[src/fsrc_consts.vh]
`ifndef FSRC_CONSTS_VH
`define FSRC_CONSTS_VH

// Reset sequencing
`define FSRC_STRETCH_CYCLES 2097152
`define FSRC_STRETCH_W 22
`define FSRC_WIN_CYCLES 32
`define FSRC_WIN_W 6

// Boot addresses (word addresses)
`define FSRC_ADDR_W 21
`define FSRC_BOOT_INT_ADDR 21'h020000
`define FSRC_BOOT_EXT_ADDR 21'h000000

// Security byte pattern that means secured; erased flash reads unsecured
`define FSRC_SEC_KEY 16'he70a

// Test port instruction register
`define FSRC_IR_W 4
`define FSRC_IR_CAPTURE 4'h1
`define FSRC_IR_SAMPLE 4'h1
`define FSRC_IR_IDCODE 4'h2
`define FSRC_IR_LOCKOUT 4'h8
`define FSRC_IR_BYPASS 4'hf

// Data registers
`define FSRC_SR_W 32
`define FSRC_ID_W 32
`define FSRC_DIV_W 7
`define FSRC_DIV_PRESCALE_BIT 6
`define FSRC_DIV_FIELD_MSB 5
`define FSRC_DIV_RESET 7'h00

`endif

[src/fsrc_top_end.v]
`timescale 1ns/100ps
`default_nettype none
`default_nettype wire

[src/fsrc_top.v]
// How it works
// - Four reset sources: async pin and power-on, sync software and watchdog.
// - Power-on reset is stretched two to the twenty-first system clocks.
// - Then three 32-clock windows: clocking, peripheral release, core init, then run.
// - Pin and power-on resets assert asynchronously, release only on a rising system clock edge.
// - Two nonvolatile security bytes set security; state persists across resets.
// - Secured: block external program space, external boot and core debug.
// - Secured boot is internal, fetching from word address 0x02_0000.
// - Secured: external boot select pin during reset is ignored.
// - Test port active at boot: boundary sample and identification readable.
// - During pin or power-on reset, debug memory read disable is forced on whatever the security bytes.
// - Lockout recovery erases all flash, clearing security.
// - Recovery instruction selects a 7-bit flash clock divider register.
// - During recovery bit 6 drives prescale, bits 5..0 drive divisor.
// - Load instruction, shift divider, hold Run-Test/Idle; erase runs until done.
`timescale 1ns/100ps
`default_nettype none
`include "fsrc_consts.vh"

module fsrc_top #(
  parameter STRETCH_CYCLES = `FSRC_STRETCH_CYCLES,
  parameter WIN_CYCLES = `FSRC_WIN_CYCLES,
  parameter BSR_W = 16,
  parameter [`FSRC_ID_W-1:0] ID_CODE = 32'h1234_5001 // Arbitrary value, names no real part
) (
  input wire clock_i,
  input wire nrst_i,
  input wire ce_i,
  input wire por_n_i,
  input wire ext_rst_n_i,
  input wire sw_reset_i,
  input wire watchdog_reset_i,
  input wire external_boot_select_i,
  input wire [7:0] sec_byte0_i,
  input wire [7:0] sec_byte1_i,
  input wire [BSR_W-1:0] scan_pins_i,
  input wire tck_i,
  input wire tms_i,
  input wire tdi_i,
  input wire trst_n_i,
  input wire erase_done_i,
  output reg sys_clk_en_o,
  output reg periph_rst_n_o,
  output reg core_rst_n_o,
  output reg run_o,
  output reg secured_o,
  output reg ext_pspace_block_o,
  output reg ext_boot_mode_o,
  output reg debug_enable_o,
  output reg debug_read_disable_o,
  output reg [`FSRC_ADDR_W-1:0] boot_addr_o,
  output reg tdo_o,
  output reg tdo_oe_o,
  output reg erase_o,
  output reg recovery_done_o,
  output reg div_override_o,
  output reg prescale_by_eight_o,
  output reg [`FSRC_DIV_FIELD_MSB:0] flash_divisor_o
);

  localparam ST_HOLD = 3'd0;
  localparam ST_STRETCH = 3'd1;
  localparam ST_CLK = 3'd2;
  localparam ST_PERIPH = 3'd3;
  localparam ST_CORE = 3'd4;
  localparam ST_RUN = 3'd5;
  localparam TLR = 4'd0;
  localparam RTI = 4'd1;
  localparam SEL_DR = 4'd2;
  localparam CAP_DR = 4'd3;
  localparam SH_DR = 4'd4;
  localparam EX1_DR = 4'd5;
  localparam PA_DR = 4'd6;
  localparam EX2_DR = 4'd7;
  localparam UP_DR = 4'd8;
  localparam SEL_IR = 4'd9;
  localparam CAP_IR = 4'd10;
  localparam SH_IR = 4'd11;
  localparam EX1_IR = 4'd12;
  localparam PA_IR = 4'd13;
  localparam EX2_IR = 4'd14;
  localparam UP_IR = 4'd15;
  function sec_decode;
    input [7:0] b0;
    input [7:0] b1;
    begin
      sec_decode = ({b1, b0} == `FSRC_SEC_KEY);
    end
  endfunction

  function [3:0] tap_next;
    input [3:0] s;
    input m;
    begin
      case (s)
        TLR: tap_next = m ? TLR : RTI;
        RTI: tap_next = m ? SEL_DR : RTI;
        SEL_DR: tap_next = m ? SEL_IR : CAP_DR;
        CAP_DR: tap_next = m ? EX1_DR : SH_DR;
        SH_DR: tap_next = m ? EX1_DR : SH_DR;
        EX1_DR: tap_next = m ? UP_DR : PA_DR;
        PA_DR: tap_next = m ? EX2_DR : PA_DR;
        EX2_DR: tap_next = m ? UP_DR : SH_DR;
        UP_DR: tap_next = m ? SEL_DR : RTI;
        SEL_IR: tap_next = m ? TLR : CAP_IR;
        CAP_IR: tap_next = m ? EX1_IR : SH_IR;
        SH_IR: tap_next = m ? EX1_IR : SH_IR;
        EX1_IR: tap_next = m ? UP_IR : PA_IR;
        PA_IR: tap_next = m ? EX2_IR : PA_IR;
        EX2_IR: tap_next = m ? UP_IR : SH_IR;
        UP_IR: tap_next = m ? SEL_DR : RTI;
        default: tap_next = TLR;
      endcase
    end
  endfunction

  // Reset combining and release synchroniser
  wire rst_any_n = nrst_i & por_n_i & ext_rst_n_i;
  wire tap_rst_n = nrst_i & por_n_i;
  reg rst_meta;
  reg rst_sync;
  reg por_pending;
  reg [2:0] state;
  reg [`FSRC_STRETCH_W-1:0] cnt;
  reg [2:0] next_state;
  reg [`FSRC_STRETCH_W-1:0] next_cnt;
  wire sync_req = sw_reset_i | watchdog_reset_i;
  wire [31:0] stretch_full = STRETCH_CYCLES - 1;
  wire [31:0] win_full = WIN_CYCLES - 1;
  wire [`FSRC_STRETCH_W-1:0] stretch_last = stretch_full[`FSRC_STRETCH_W-1:0];
  wire [`FSRC_STRETCH_W-1:0] win_last = win_full[`FSRC_STRETCH_W-1:0];
  wire secure_now = sec_decode(sec_byte0_i, sec_byte1_i);
  always @(posedge clock_i or negedge rst_any_n) begin
    if (!rst_any_n) begin
      rst_meta <= 1'b0;
      rst_sync <= 1'b0;
    end else if (ce_i) begin
      rst_meta <= 1'b1;
      rst_sync <= rst_meta;
    end
  end
  // Only a power-on event earns the long stretch
  always @(posedge clock_i or negedge por_n_i) begin
    if (!por_n_i) begin
      por_pending <= 1'b1;
    end else if (ce_i && state == ST_STRETCH && cnt == stretch_last) begin
      por_pending <= 1'b0;
    end
  end
  always @* begin
    next_state = state;
    next_cnt = cnt + 1'b1;
    if (!rst_sync) begin
      next_state = ST_HOLD;
      next_cnt = {`FSRC_STRETCH_W{1'b0}};
    end else if (sync_req) begin
      next_state = ST_CLK;
      next_cnt = {`FSRC_STRETCH_W{1'b0}};
    end else begin
      case (state)
        ST_HOLD: begin
          next_state = por_pending ? ST_STRETCH : ST_CLK;
          next_cnt = {`FSRC_STRETCH_W{1'b0}};
        end
        ST_STRETCH: begin
          if (cnt == stretch_last) begin
            next_state = ST_CLK;
            next_cnt = {`FSRC_STRETCH_W{1'b0}};
          end
        end
        ST_CLK, ST_PERIPH, ST_CORE: begin
          if (cnt == win_last) begin
            next_state = state + 3'd1;
            next_cnt = {`FSRC_STRETCH_W{1'b0}};
          end
        end
        ST_RUN: next_cnt = cnt;
        default: begin
          next_state = ST_HOLD;
          next_cnt = {`FSRC_STRETCH_W{1'b0}};
        end
      endcase
    end
  end

  // Security defaults to locked while in pin or power-on reset so nothing leaks before capture
  always @(posedge clock_i or negedge rst_any_n) begin
    if (!rst_any_n) begin
      state <= ST_HOLD;
      cnt <= {`FSRC_STRETCH_W{1'b0}};
      sys_clk_en_o <= 1'b0;
      periph_rst_n_o <= 1'b0;
      core_rst_n_o <= 1'b0;
      run_o <= 1'b0;
      secured_o <= 1'b1;
      ext_pspace_block_o <= 1'b1;
      ext_boot_mode_o <= 1'b0;
      debug_enable_o <= 1'b0;
      debug_read_disable_o <= 1'b1;
      boot_addr_o <= `FSRC_BOOT_INT_ADDR;
    end else if (ce_i) begin
      state <= next_state;
      cnt <= next_cnt;
      sys_clk_en_o <= (next_state >= ST_CLK);
      periph_rst_n_o <= (next_state >= ST_PERIPH);
      core_rst_n_o <= (next_state >= ST_CORE);
      run_o <= (next_state == ST_RUN);
      if (next_state == ST_PERIPH && state != ST_PERIPH) begin
        // Bytes are recaptured on every reset, so the lock persists
        secured_o <= secure_now;
        ext_pspace_block_o <= secure_now;
        debug_enable_o <= ~secure_now;
        debug_read_disable_o <= secure_now;
        ext_boot_mode_o <= external_boot_select_i & ~secure_now;
        boot_addr_o <= (external_boot_select_i & ~secure_now) ?
          `FSRC_BOOT_EXT_ADDR : `FSRC_BOOT_INT_ADDR;
      end
    end
  end

  // Test port, sampled on the system clock; needs clock_i well above tck_i
  reg tck_q;
  reg [3:0] tap;
  reg [`FSRC_IR_W-1:0] ir;
  reg [`FSRC_IR_W-1:0] ir_sr;
  reg [`FSRC_SR_W-1:0] dr_sr;
  reg [`FSRC_DIV_W-1:0] clkdiv;
  reg div_loaded;
  reg recovering;
  wire tck_rise = tck_i & ~tck_q;
  wire tck_fall = ~tck_i & tck_q;
  wire [3:0] tap_nx = tap_next(tap, tms_i);
  wire is_lock = (ir == `FSRC_IR_LOCKOUT);
  wire is_id = (ir == `FSRC_IR_IDCODE);
  wire is_smp = (ir == `FSRC_IR_SAMPLE);
  reg [`FSRC_SR_W-1:0] dr_shifted;
  always @* begin
    dr_shifted = dr_sr >> 1;
    if (is_id) begin
      dr_shifted[`FSRC_ID_W-1] = tdi_i;
    end else if (is_smp) begin
      dr_shifted[BSR_W-1] = tdi_i;
    end else if (is_lock) begin
      dr_shifted[`FSRC_DIV_W-1] = tdi_i;
    end else begin
      dr_shifted[0] = tdi_i;
    end
  end
  always @(posedge clock_i or negedge tap_rst_n) begin
    if (!tap_rst_n) begin
      tck_q <= 1'b0;
      tap <= TLR;
      ir <= `FSRC_IR_IDCODE;
      ir_sr <= `FSRC_IR_CAPTURE;
      dr_sr <= {`FSRC_SR_W{1'b0}};
      clkdiv <= `FSRC_DIV_RESET;
      div_loaded <= 1'b0;
      recovering <= 1'b0;
      tdo_o <= 1'b0;
      tdo_oe_o <= 1'b0;
      erase_o <= 1'b0;
      recovery_done_o <= 1'b0;
      div_override_o <= 1'b0;
      prescale_by_eight_o <= 1'b0;
      flash_divisor_o <= {(`FSRC_DIV_FIELD_MSB+1){1'b0}};
    end else if (ce_i) begin
      tck_q <= tck_i;
      if (!trst_n_i) begin
        tap <= TLR;
        ir <= `FSRC_IR_IDCODE;
        div_loaded <= 1'b0;
        recovering <= 1'b0;
        recovery_done_o <= 1'b0;
        tdo_oe_o <= 1'b0;
      end else begin
        if (tck_rise) begin
          tap <= tap_nx;
          case (tap)
            TLR: begin
              ir <= `FSRC_IR_IDCODE;
              div_loaded <= 1'b0;
            end
            CAP_IR: ir_sr <= `FSRC_IR_CAPTURE;
            SH_IR: ir_sr <= {tdi_i, ir_sr[`FSRC_IR_W-1:1]};
            UP_IR: begin
              ir <= ir_sr;
              div_loaded <= 1'b0;
            end
            CAP_DR: begin
              if (is_id) begin
                dr_sr <= ID_CODE;
              end else if (is_smp) begin
                dr_sr <= {{(`FSRC_SR_W-BSR_W){1'b0}}, scan_pins_i};
              end else if (is_lock) begin
                dr_sr <= {{(`FSRC_SR_W-`FSRC_DIV_W){1'b0}}, clkdiv};
              end else begin
                dr_sr <= {`FSRC_SR_W{1'b0}};
              end
            end
            SH_DR: dr_sr <= dr_shifted;
            UP_DR: begin
              if (is_lock) begin
                clkdiv <= dr_sr[`FSRC_DIV_W-1:0];
                div_loaded <= 1'b1;
              end
            end
            default: ;
          endcase
          // Erase starts on entry to Run-Test/Idle; leaving it aborts
          if (tap_nx == RTI && is_lock && !recovery_done_o &&
              ((div_loaded && tap != UP_IR) || tap == UP_DR)) begin
            recovering <= 1'b1;
          end else if (tap_nx != RTI) begin
            recovering <= 1'b0;
          end
        end
        if (recovering && erase_done_i) begin
          recovering <= 1'b0;
          recovery_done_o <= 1'b1;
        end
        if (tck_fall) begin
          tdo_oe_o <= (tap == SH_IR) || (tap == SH_DR);
          tdo_o <= (tap == SH_IR) ? ir_sr[0] : dr_sr[0];
        end
      end
      erase_o <= recovering & ~erase_done_i;
      div_override_o <= recovering;
      prescale_by_eight_o <= clkdiv[`FSRC_DIV_PRESCALE_BIT];
      flash_divisor_o <= clkdiv[`FSRC_DIV_FIELD_MSB:0];
    end
  end

endmodule
`default_nettype wire

[config.mk]
export PLATFORM = sky130hd
export DESIGN_NAME = fsrc_top
export DESIGN_NICKNAME = d
export VERILOG_FILES = /design/src/fsrc_top_end.v /design/src/fsrc_top.v
export VERILOG_INCLUDE_DIRS = /design/src
export SDC_FILE = /design/constraint.sdc
export NUM_CORES = 1
export LEC_CHECK = 0
export ABC_CLOCK_PERIOD_IN_PS = 2800
export BUFFER_PORTS_ARGS = -buffer_cell sky130_fd_sc_hd__buf_2
export CELL_PAD_IN_SITES_DETAIL_PLACEMENT = 1
export CELL_PAD_IN_SITES_GLOBAL_PLACEMENT = 2
export CORE_UTILIZATION = 36
export CTS_BUF_LIST = sky130_fd_sc_hd__clkbuf_2 sky130_fd_sc_hd__clkbuf_4 sky130_fd_sc_hd__clkbuf_8
export CTS_CLUSTER_DIAMETER = 120
export DETAILED_ROUTE_END_ITERATION = 12
export PLACE_DENSITY_LB_ADDON = 0.3
export SLEW_MARGIN = 20
export SYNTH_ARGS = -nofsm -noshare
export SYNTH_HDL_FRONTEND = slang
export SYNTH_SLANG_ARGS = --single-unit
[constraint.sdc]
create_clock -name clock_i -period 2.8 [get_ports clock_i]
set_input_delay 0.56 -clock clock_i [delete_from_list [all_inputs] [get_ports clock_i]]
set_output_delay 0.56 -clock clock_i [all_outputs]
set_load 0.05 [all_outputs]
==> results of run 1 <==
-- state kept, by name (all words and copies together) (netlist names), 2 cells and up --
name / cells
dr_sr: 32
ir: 4
flash_divisor_o: 6
cnt: 22
clkdiv: 7
state: 2
tap: 4
ir_sr: 4
-- cell usage after synthesis, types with 6 or more instances --
| library cell | number |
|---|---|
| a21oi_1 | 32 |
| a22o_1 | 13 |
| a22oi_1 | 12 |
| a31oi_1 | 7 |
| buf_4 | 22 |
| clkbuf_1 | 29 |
| dfrtp_1 | 96 |
| ha_1 | 6 |
| inv_1 | 13 |
| mux2_2 | 18 |
| mux2i_1 | 6 |
| nand2_1 | 71 |
| nand2b_1 | 7 |
| nand3_1 | 14 |
| nand4_1 | 11 |
| nor2_1 | 36 |
| nor2b_1 | 9 |
| nor3_1 | 6 |
| nor4_1 | 9 |
| o21ai_0 | 57 |
| xor2_1 | 6 |
-- through the flow --
| step | setup slack [ns] | hold slack [ns] |
|---|---|---|
| finish | 0.167 | 0.115 |
| global route | 0.0191 | 0.102 |
| CTS | 0.158 | 0.0981 |
| detailed placement | 0.194 | 0.472 |
| global placement | 0.243 | 0.443 |
| floorplan | 0.0297 | 0.412 |
-- worst max path at each step --
stage,startpoint,endpoint,slack (ns),cells past startpoint
2_1_floorplan,core_rst_n_o,debug_enable_o,0.03,9
3_3_place_gp,cnt[6],debug_enable_o,0.24,7
3_5_place_dp,cnt[6],debug_enable_o,0.19,7
4_1_cts,cnt[6],debug_enable_o,0.16,7
5_1_grt,cnt[6],debug_enable_o,0.02,7
6_report,cnt[6],debug_enable_o,0.17,7
-- where the power goes --
group / switching, mW / leakage (nW) / internal (mW)
sequential: 0.0133 / 1.36 / 1.47
combinational: 0.164 / 1.25 / 0.0615
clock: 0.563 / 0.101 / 0.365
total: 0.740 / 2.71 / 1.90
-- layer usage --
metal	up-vias	global-route usage, %	share of wire, %
li1	2111	-	-
met5	-	0	0
met4	0	5.20	1.1
met1	2155	23.3	45
met2	70	33.3	50
met3	9	3.92	3.8
-- cells by family (layout without fill, tap and decap cells) --
kind of cell             Yosys count  count (layout)  synth area share, %
XOR/XNOR                           9               9                 1.49
AO/OA/AOI/OAI                    157             157                 18.9
buffers and inverters             66             117                 6.39
AND/OR/NAND/NOR                  195             195                 18.3
multiplexers                      26              26                 5.53
other                              1              20               0.0709
adder cells (fa/ha/maj)            6               6                 1.42
flip-flops                       101             101                 47.9
-- worst max-delay path, cell delays in order, from the launching register on --
cell	delay, ns
dfrtp_1	0.44
or4_1	0.55
nor3b_2	0.25
a21oi_1	0.15
o21a_1	0.23
o31ai_4	0.27
and4b_1	0.31
mux2_4	0.32
-- area by class of cell --
type	count	area (sq um)
Clock buffer	10	138
Clock inverter	6	53.8
Fill cell	1653	8080
Inverter	13	48.8
Multi-Input combinational cell	413	2510
Sequential cell	101	2530
Tap cell	180	225
Timing Repair Buffer	88	508
==> metrics.md, run 1 <==
| Metric | Value |
|---|---|
| Routed len/inst | 16.4 microns |
| Antenna Nets Post-Route | 0 |
| Htree depth | 3 |
| # clock sinks | 101 |
| WL final | between 10 and 15 mm |
| Crit path DAT | ~2.9 ns |
| Number of synthesized flops with an enable pin | 0 |
| Cells after synthesis | 561 |
| Dpl cell area | 5830 sq um |
| Num CTS Buffers | 9 |
| R2R depth | 7 |
| Max-slew violation count | 0 |
| Final nets | 677 |
| Starting density of the core | 37.5% |
| Asr flop ratio synth | 100% |
| RSZ-0062 raised after global routing | no |
| Post-CTS sizing | 0 |
| Commonest non-fill, non-tap cell in the layout | dfrtp_1 |
| GRT Total Usage | 18.9% |
| Synth area leader | dfrtp_1 |
| DRC Markers | 0 |
| FF-to-FF End | debug_enable_o |
| # Post-CTS Setup Buffers | 0 |
| Slew HR | about 49% |
| Synthesized area per cell | 9.43 sq um |
| Num ports | 87 |
| Clock transition at the registers of the reported paths | 0.10 ns |
| Top cells by area, synth | dfrtp_1, o21ai_0, nand2_1 |
| Placer's final routability congestion estimate | 0.858 |
| Via count | 4345 |
| First-pass iteration count of the detailed router | 4 |
| VDD IR max | 0.301 mV |
| WS Path Type | reg -> reg |
| DP HPWL | approximately 10 mm |
| PortBufs | 66 |
| First-pass GRT wire length | 22.4 mm |
| Status | finished, final reports clean |
| Post-placement cell count | 795 |
| Flop-to-flop setup slack | 0.17 ns |
| Layout cell share with drive strength beyond 1 | 22.3% |
| Total power divided by cell area | 438 nW/um^2 |
| Die X | 123 microns |
| Die Ht | between 100 and 150 microns |
| Rows | 43 |
| Die area | between 15000 and 20000 sq um |
| Fmax | 0.380 GHz |
| P_leak | 2.71 nW |
| CP Data Required Time | about 3.1 ns |
| Count of different cell masters after synthesis | 63 |
| Vias per inst | 5.36 |
| Worst-Skew Late Latency | 0.39 ns |
| Top cell type's share of synthesized area | 45.4% |
| Hold Buf Count CTS | 0 |
| Yosys reg bits | a little over 100 |
| CTS root buf | clkbuf_8 |
| Post-route setup TNS | 0 ns |
| Final setup viols | 0 |
| Vias in the first global route | 4476 |
| CTS tree | built |
| Synthesized area | 5290 sq um |
| R2r startpoint | cnt[6] |
| Crit path launch type | register |
| Final Instance Area | between 6000 and 7000 sq um |
| Grt ovf | 0 |
| Worst Hold Class | in -> async |
| PnR Total Power | 2.64 mW |
| Synth warnings | 0 |
| Most frequent cells in the layout | dfrtp_1, nand2_1, buf_2, o21ai_0, nor2_1 |
| Max-Cap Viols | 0 |
| Largest net degree at the start of global routing | 55 |
| Core footprint | 14100 sq um |
| Seq/Total Area, Yosys | 47.9% |
| Final cell count without fillers | 811 |
| Worst-Margin Slew | between 0.7 and 0.8 ns |
| Worst-path fanout max | 7 |
| DRT iter0 DRCs | ~200 |
| Tmin final | 2.63 ns |
| Synth-to-Final Area Change | 13.7% |
| Critical Path Sink Type | register |
| Worst Skew | 0.0185 ns |
| CTS Buffer Depth | 2 |
| Initial antenna violation count | 0 |
| Hold Violations, Final | 0 |
| Tcrit/Tclk final | 94.0% |
| Primary FF master, synth | dfrtp_1 |
| Final core occ | 42.7% |
| Inserted Diodes | 0 |
Power figures use the tool's default switching activity.
==> run 2: changes to the inputs <==
Settings changed: PLACE_DENSITY_LB_ADDON 0.3 to 0.1, REMOVE_ABC_BUFFERS from default to 1.
==> metrics.md, run 2 (same netlist as run 1, synthesis figures left out) <==
| Metric | Value |
|---|---|
| WHS | 0.145 ns (was 0.115 ns) |
| Core footprint | 14100 sq um (unchanged) |
| Top routing layer in use | met5 (was met4) |
| # Post-CTS Setup Buffers | 0 (unchanged) |
| Crit path DAT | 2.94 ns (was 2.90 ns) |
| Final core occ | 42.6% (was 42.7%) |
| GRT Total Usage | 19.7% (was 18.9%) |
| CTS tree | built (unchanged) |
| Commonest non-fill, non-tap cell in the layout | dfrtp_1 (unchanged) |
| First-pass iteration count of the detailed router | 5 (was 4) |
| P_leak | 2.70 nW (was 2.71 nW) |
| WS Path Type | reg -> reg (unchanged) |
| Htree depth | 3 (unchanged) |
| Final nets | 674 (was 677) |
| Inserted Diodes | 0 (unchanged) |
| DRT iter0 DRCs | 222 (was 201) |
| Switching Power | 0.725 mW (was 0.740 mW) |
| Final Instance Area | 6000 sq um (was 6020 sq um) |
| Slew HR | 58.7% (was 49.0%) |
| Hold Violations, Final | 0 (unchanged) |
| Largest net degree at the start of global routing | 55 (unchanged) |
| Critical Path Sink Type | register (unchanged) |
| Crit path launch type | register (unchanged) |
| Grt ovf | 0 (unchanged) |
| Dpl cell area | 5790 sq um (was 5830 sq um) |
| Max reg flops | 32 (unchanged) |
| Vias per inst | 5.39 (was 5.36) |
| Register area | 2530 sq um (unchanged) |
| Max-Cap Viols | 0 (unchanged) |
| Worst Slack Setup Final | 0.131 ns (was 0.167 ns) |
| Hold Buf Count CTS | 0 (unchanged) |
| Internal power | 1.99 mW (was 1.90 mW) |
| CTS Buffer Depth | 2 (unchanged) |
| Vias in the first global route | 4433 (was 4476) |
| Worst Hold Class | in -> async (unchanged) |
| # clock sinks | 101 (unchanged) |
| PortBufs | 66 (unchanged) |
| Worst-Margin Slew | 0.619 ns (was 0.764 ns) |
| Flop pwr share | 54.7% (was 56.2%) |
| Clock transition at the registers of the reported paths | 0.10 ns (about the same) |
| Worst-path fanout max | 7 (unchanged) |
| Power share of the combinational group | 8.3% (was 8.5%) |
| Multi-input combinational cell area | 2510 sq um (unchanged) |
| Final setup viols | 0 (unchanged) |
| Top Registers | dr_sr (32), cnt (22), clkdiv (7) (unchanged) |
| Top reg by flops | dr_sr (unchanged) |
| Layout cell share with drive strength beyond 1 | 22.0% (was 22.3%) |
| Num CTS Buffers | 9 (unchanged) |
| Antenna Nets Post-Route | 0 (unchanged) |
| CP Data Required Time | 3.07 ns (about the same) |
| First-pass GRT wire length | 23.0 mm (was 22.4 mm) |
| Max-slew violation count | 0 (unchanged) |
| Placer's final routability congestion estimate | 0.841 (was 0.858) |
| Worst-Skew Late Latency | 0.39 ns (about the same) |
| Starting density of the core | 37.5% (unchanged) |
| Routed len/inst | 16.9 microns (was 16.4 microns) |
| Status | finished, final reports clean (unchanged) |
| WL met3 | 457 microns (was 504 microns) |
| Tcrit/Tclk final | 95.3% (was 94.0%) |
| CTS root buf | clkbuf_8 (unchanged) |
| Final cell count without fillers | 808 (was 811) |
| Clock share of power | 37.0% (was 35.2%) |
| Dpl ws | 0.178 ns (was 0.194 ns) |
| VDD IR max | 0.267 mV (was 0.301 mV) |
| DRC Markers | 0 (unchanged) |
| FILL cells | 1662 (was 1653) |
| Most frequent cells in the layout | dfrtp_1, nand2_1, buf_2, o21ai_0, nor2_1 (unchanged) |
| Met2 WL | 6.68 mm (was 6.67 mm) |
| WL met1 | 6.34 mm (was 6.01 mm) |
| Die X | 123 microns (unchanged) |
| Via count | 4359 (was 4345) |
| Synth-to-Final Area Change | 13.4% (was 13.7%) |
| Fmax | 0.375 GHz (was 0.380 GHz) |
| RSZ-0062 raised after global routing | no (unchanged) |
| Die area | 15200 sq um (unchanged) |
| Tmin final | 2.67 ns (was 2.63 ns) |
| Rows | 43 (unchanged) |
| PnR Total Power | 2.71 mW (was 2.64 mW) |
| Initial antenna violation count | 1 (was 0) |
| DP HPWL | 9.79 mm (was 9.74 mm) |
| Num ports | 87 (unchanged) |
| Die Ht | 123 microns (unchanged) |
| Post-route setup TNS | 0 ns (unchanged) |
| Post-placement cell count | 792 (was 795) |
| Post-CTS sizing | 0 (unchanged) |
| Sw Share | 26.7% (was 28.1%) |
| WL final | 13.7 mm (was 13.3 mm) |
| Worst Skew | 0.0106 ns (was 0.0185 ns) |
| Total power divided by cell area | 452 nW/um^2 (was 438 nW/um^2) |
run 2: cell count changes in the layout (fill, tap and decap cells not counted):
cell,before,now
clkbuf_4,0,1
inv_8,2,0
clkinv_2,1,0
buf_4,21,19
bufinv_16,0,1
inv_6,1,3
buf_12,1,0
clkinv_4,2,1
run 2: layout make-up:
cell class	count	share of cell area (%)
multi-input combinational	413	41.8
clock buffer	11	2.42
inverter	13	0.813
sequential	101	42.2
timing repair buffer	85	7.88
tap	180	3.75
clock inverter	5	1.08
run 2: power by group through the flow:
stage	Clock (mW)	Combinational, mW	Sequential, mW
final	1.00	0.225	1.48
after global routing	1.10	0.248	1.49
after CTS	1.05	0.228	1.48
after detailed placement	0	0.227	1.51
after global placement	0	0.224	1.51
after floorplan	0	0.133	1.52
run 2: path summary, 6_finish.rpt:
path / cells after the start / from / endpoint / slack (ns)
min reg2reg: 1 / rst_meta / rst_meta / 0.48
min in group clock_i: 2 / erase_done_i / erase_o / 0.38
max in group asynchronous: 3 / por_n_i / dr_sr[29] / 1.73
max reg2reg: 7 / cnt[6] / debug_enable_o / 0.13
min: 1 / por_n_i / por_pending / 0.14
max: 7 / cnt[6] / debug_enable_o / 0.13
run 2: per-layer routing:
metal / track usage [%] / vias to the layer above
met4: 5.35 / 2
met5: 0 / -
li1: - / 2095
met3: 4.98 / 13
met2: 33.0 / 71
met1: 25.2 / 2178
run 2: critical path, stage by stage (launching register included):
cell and delay [ns]:
dfrtp_1 0.45, or4_1 0.56, nor3b_2 0.25, a211o_1 0.17, o311a_1 0.22, nor3b_1 0.21
and4b_1 0.37, mux2_4 0.32
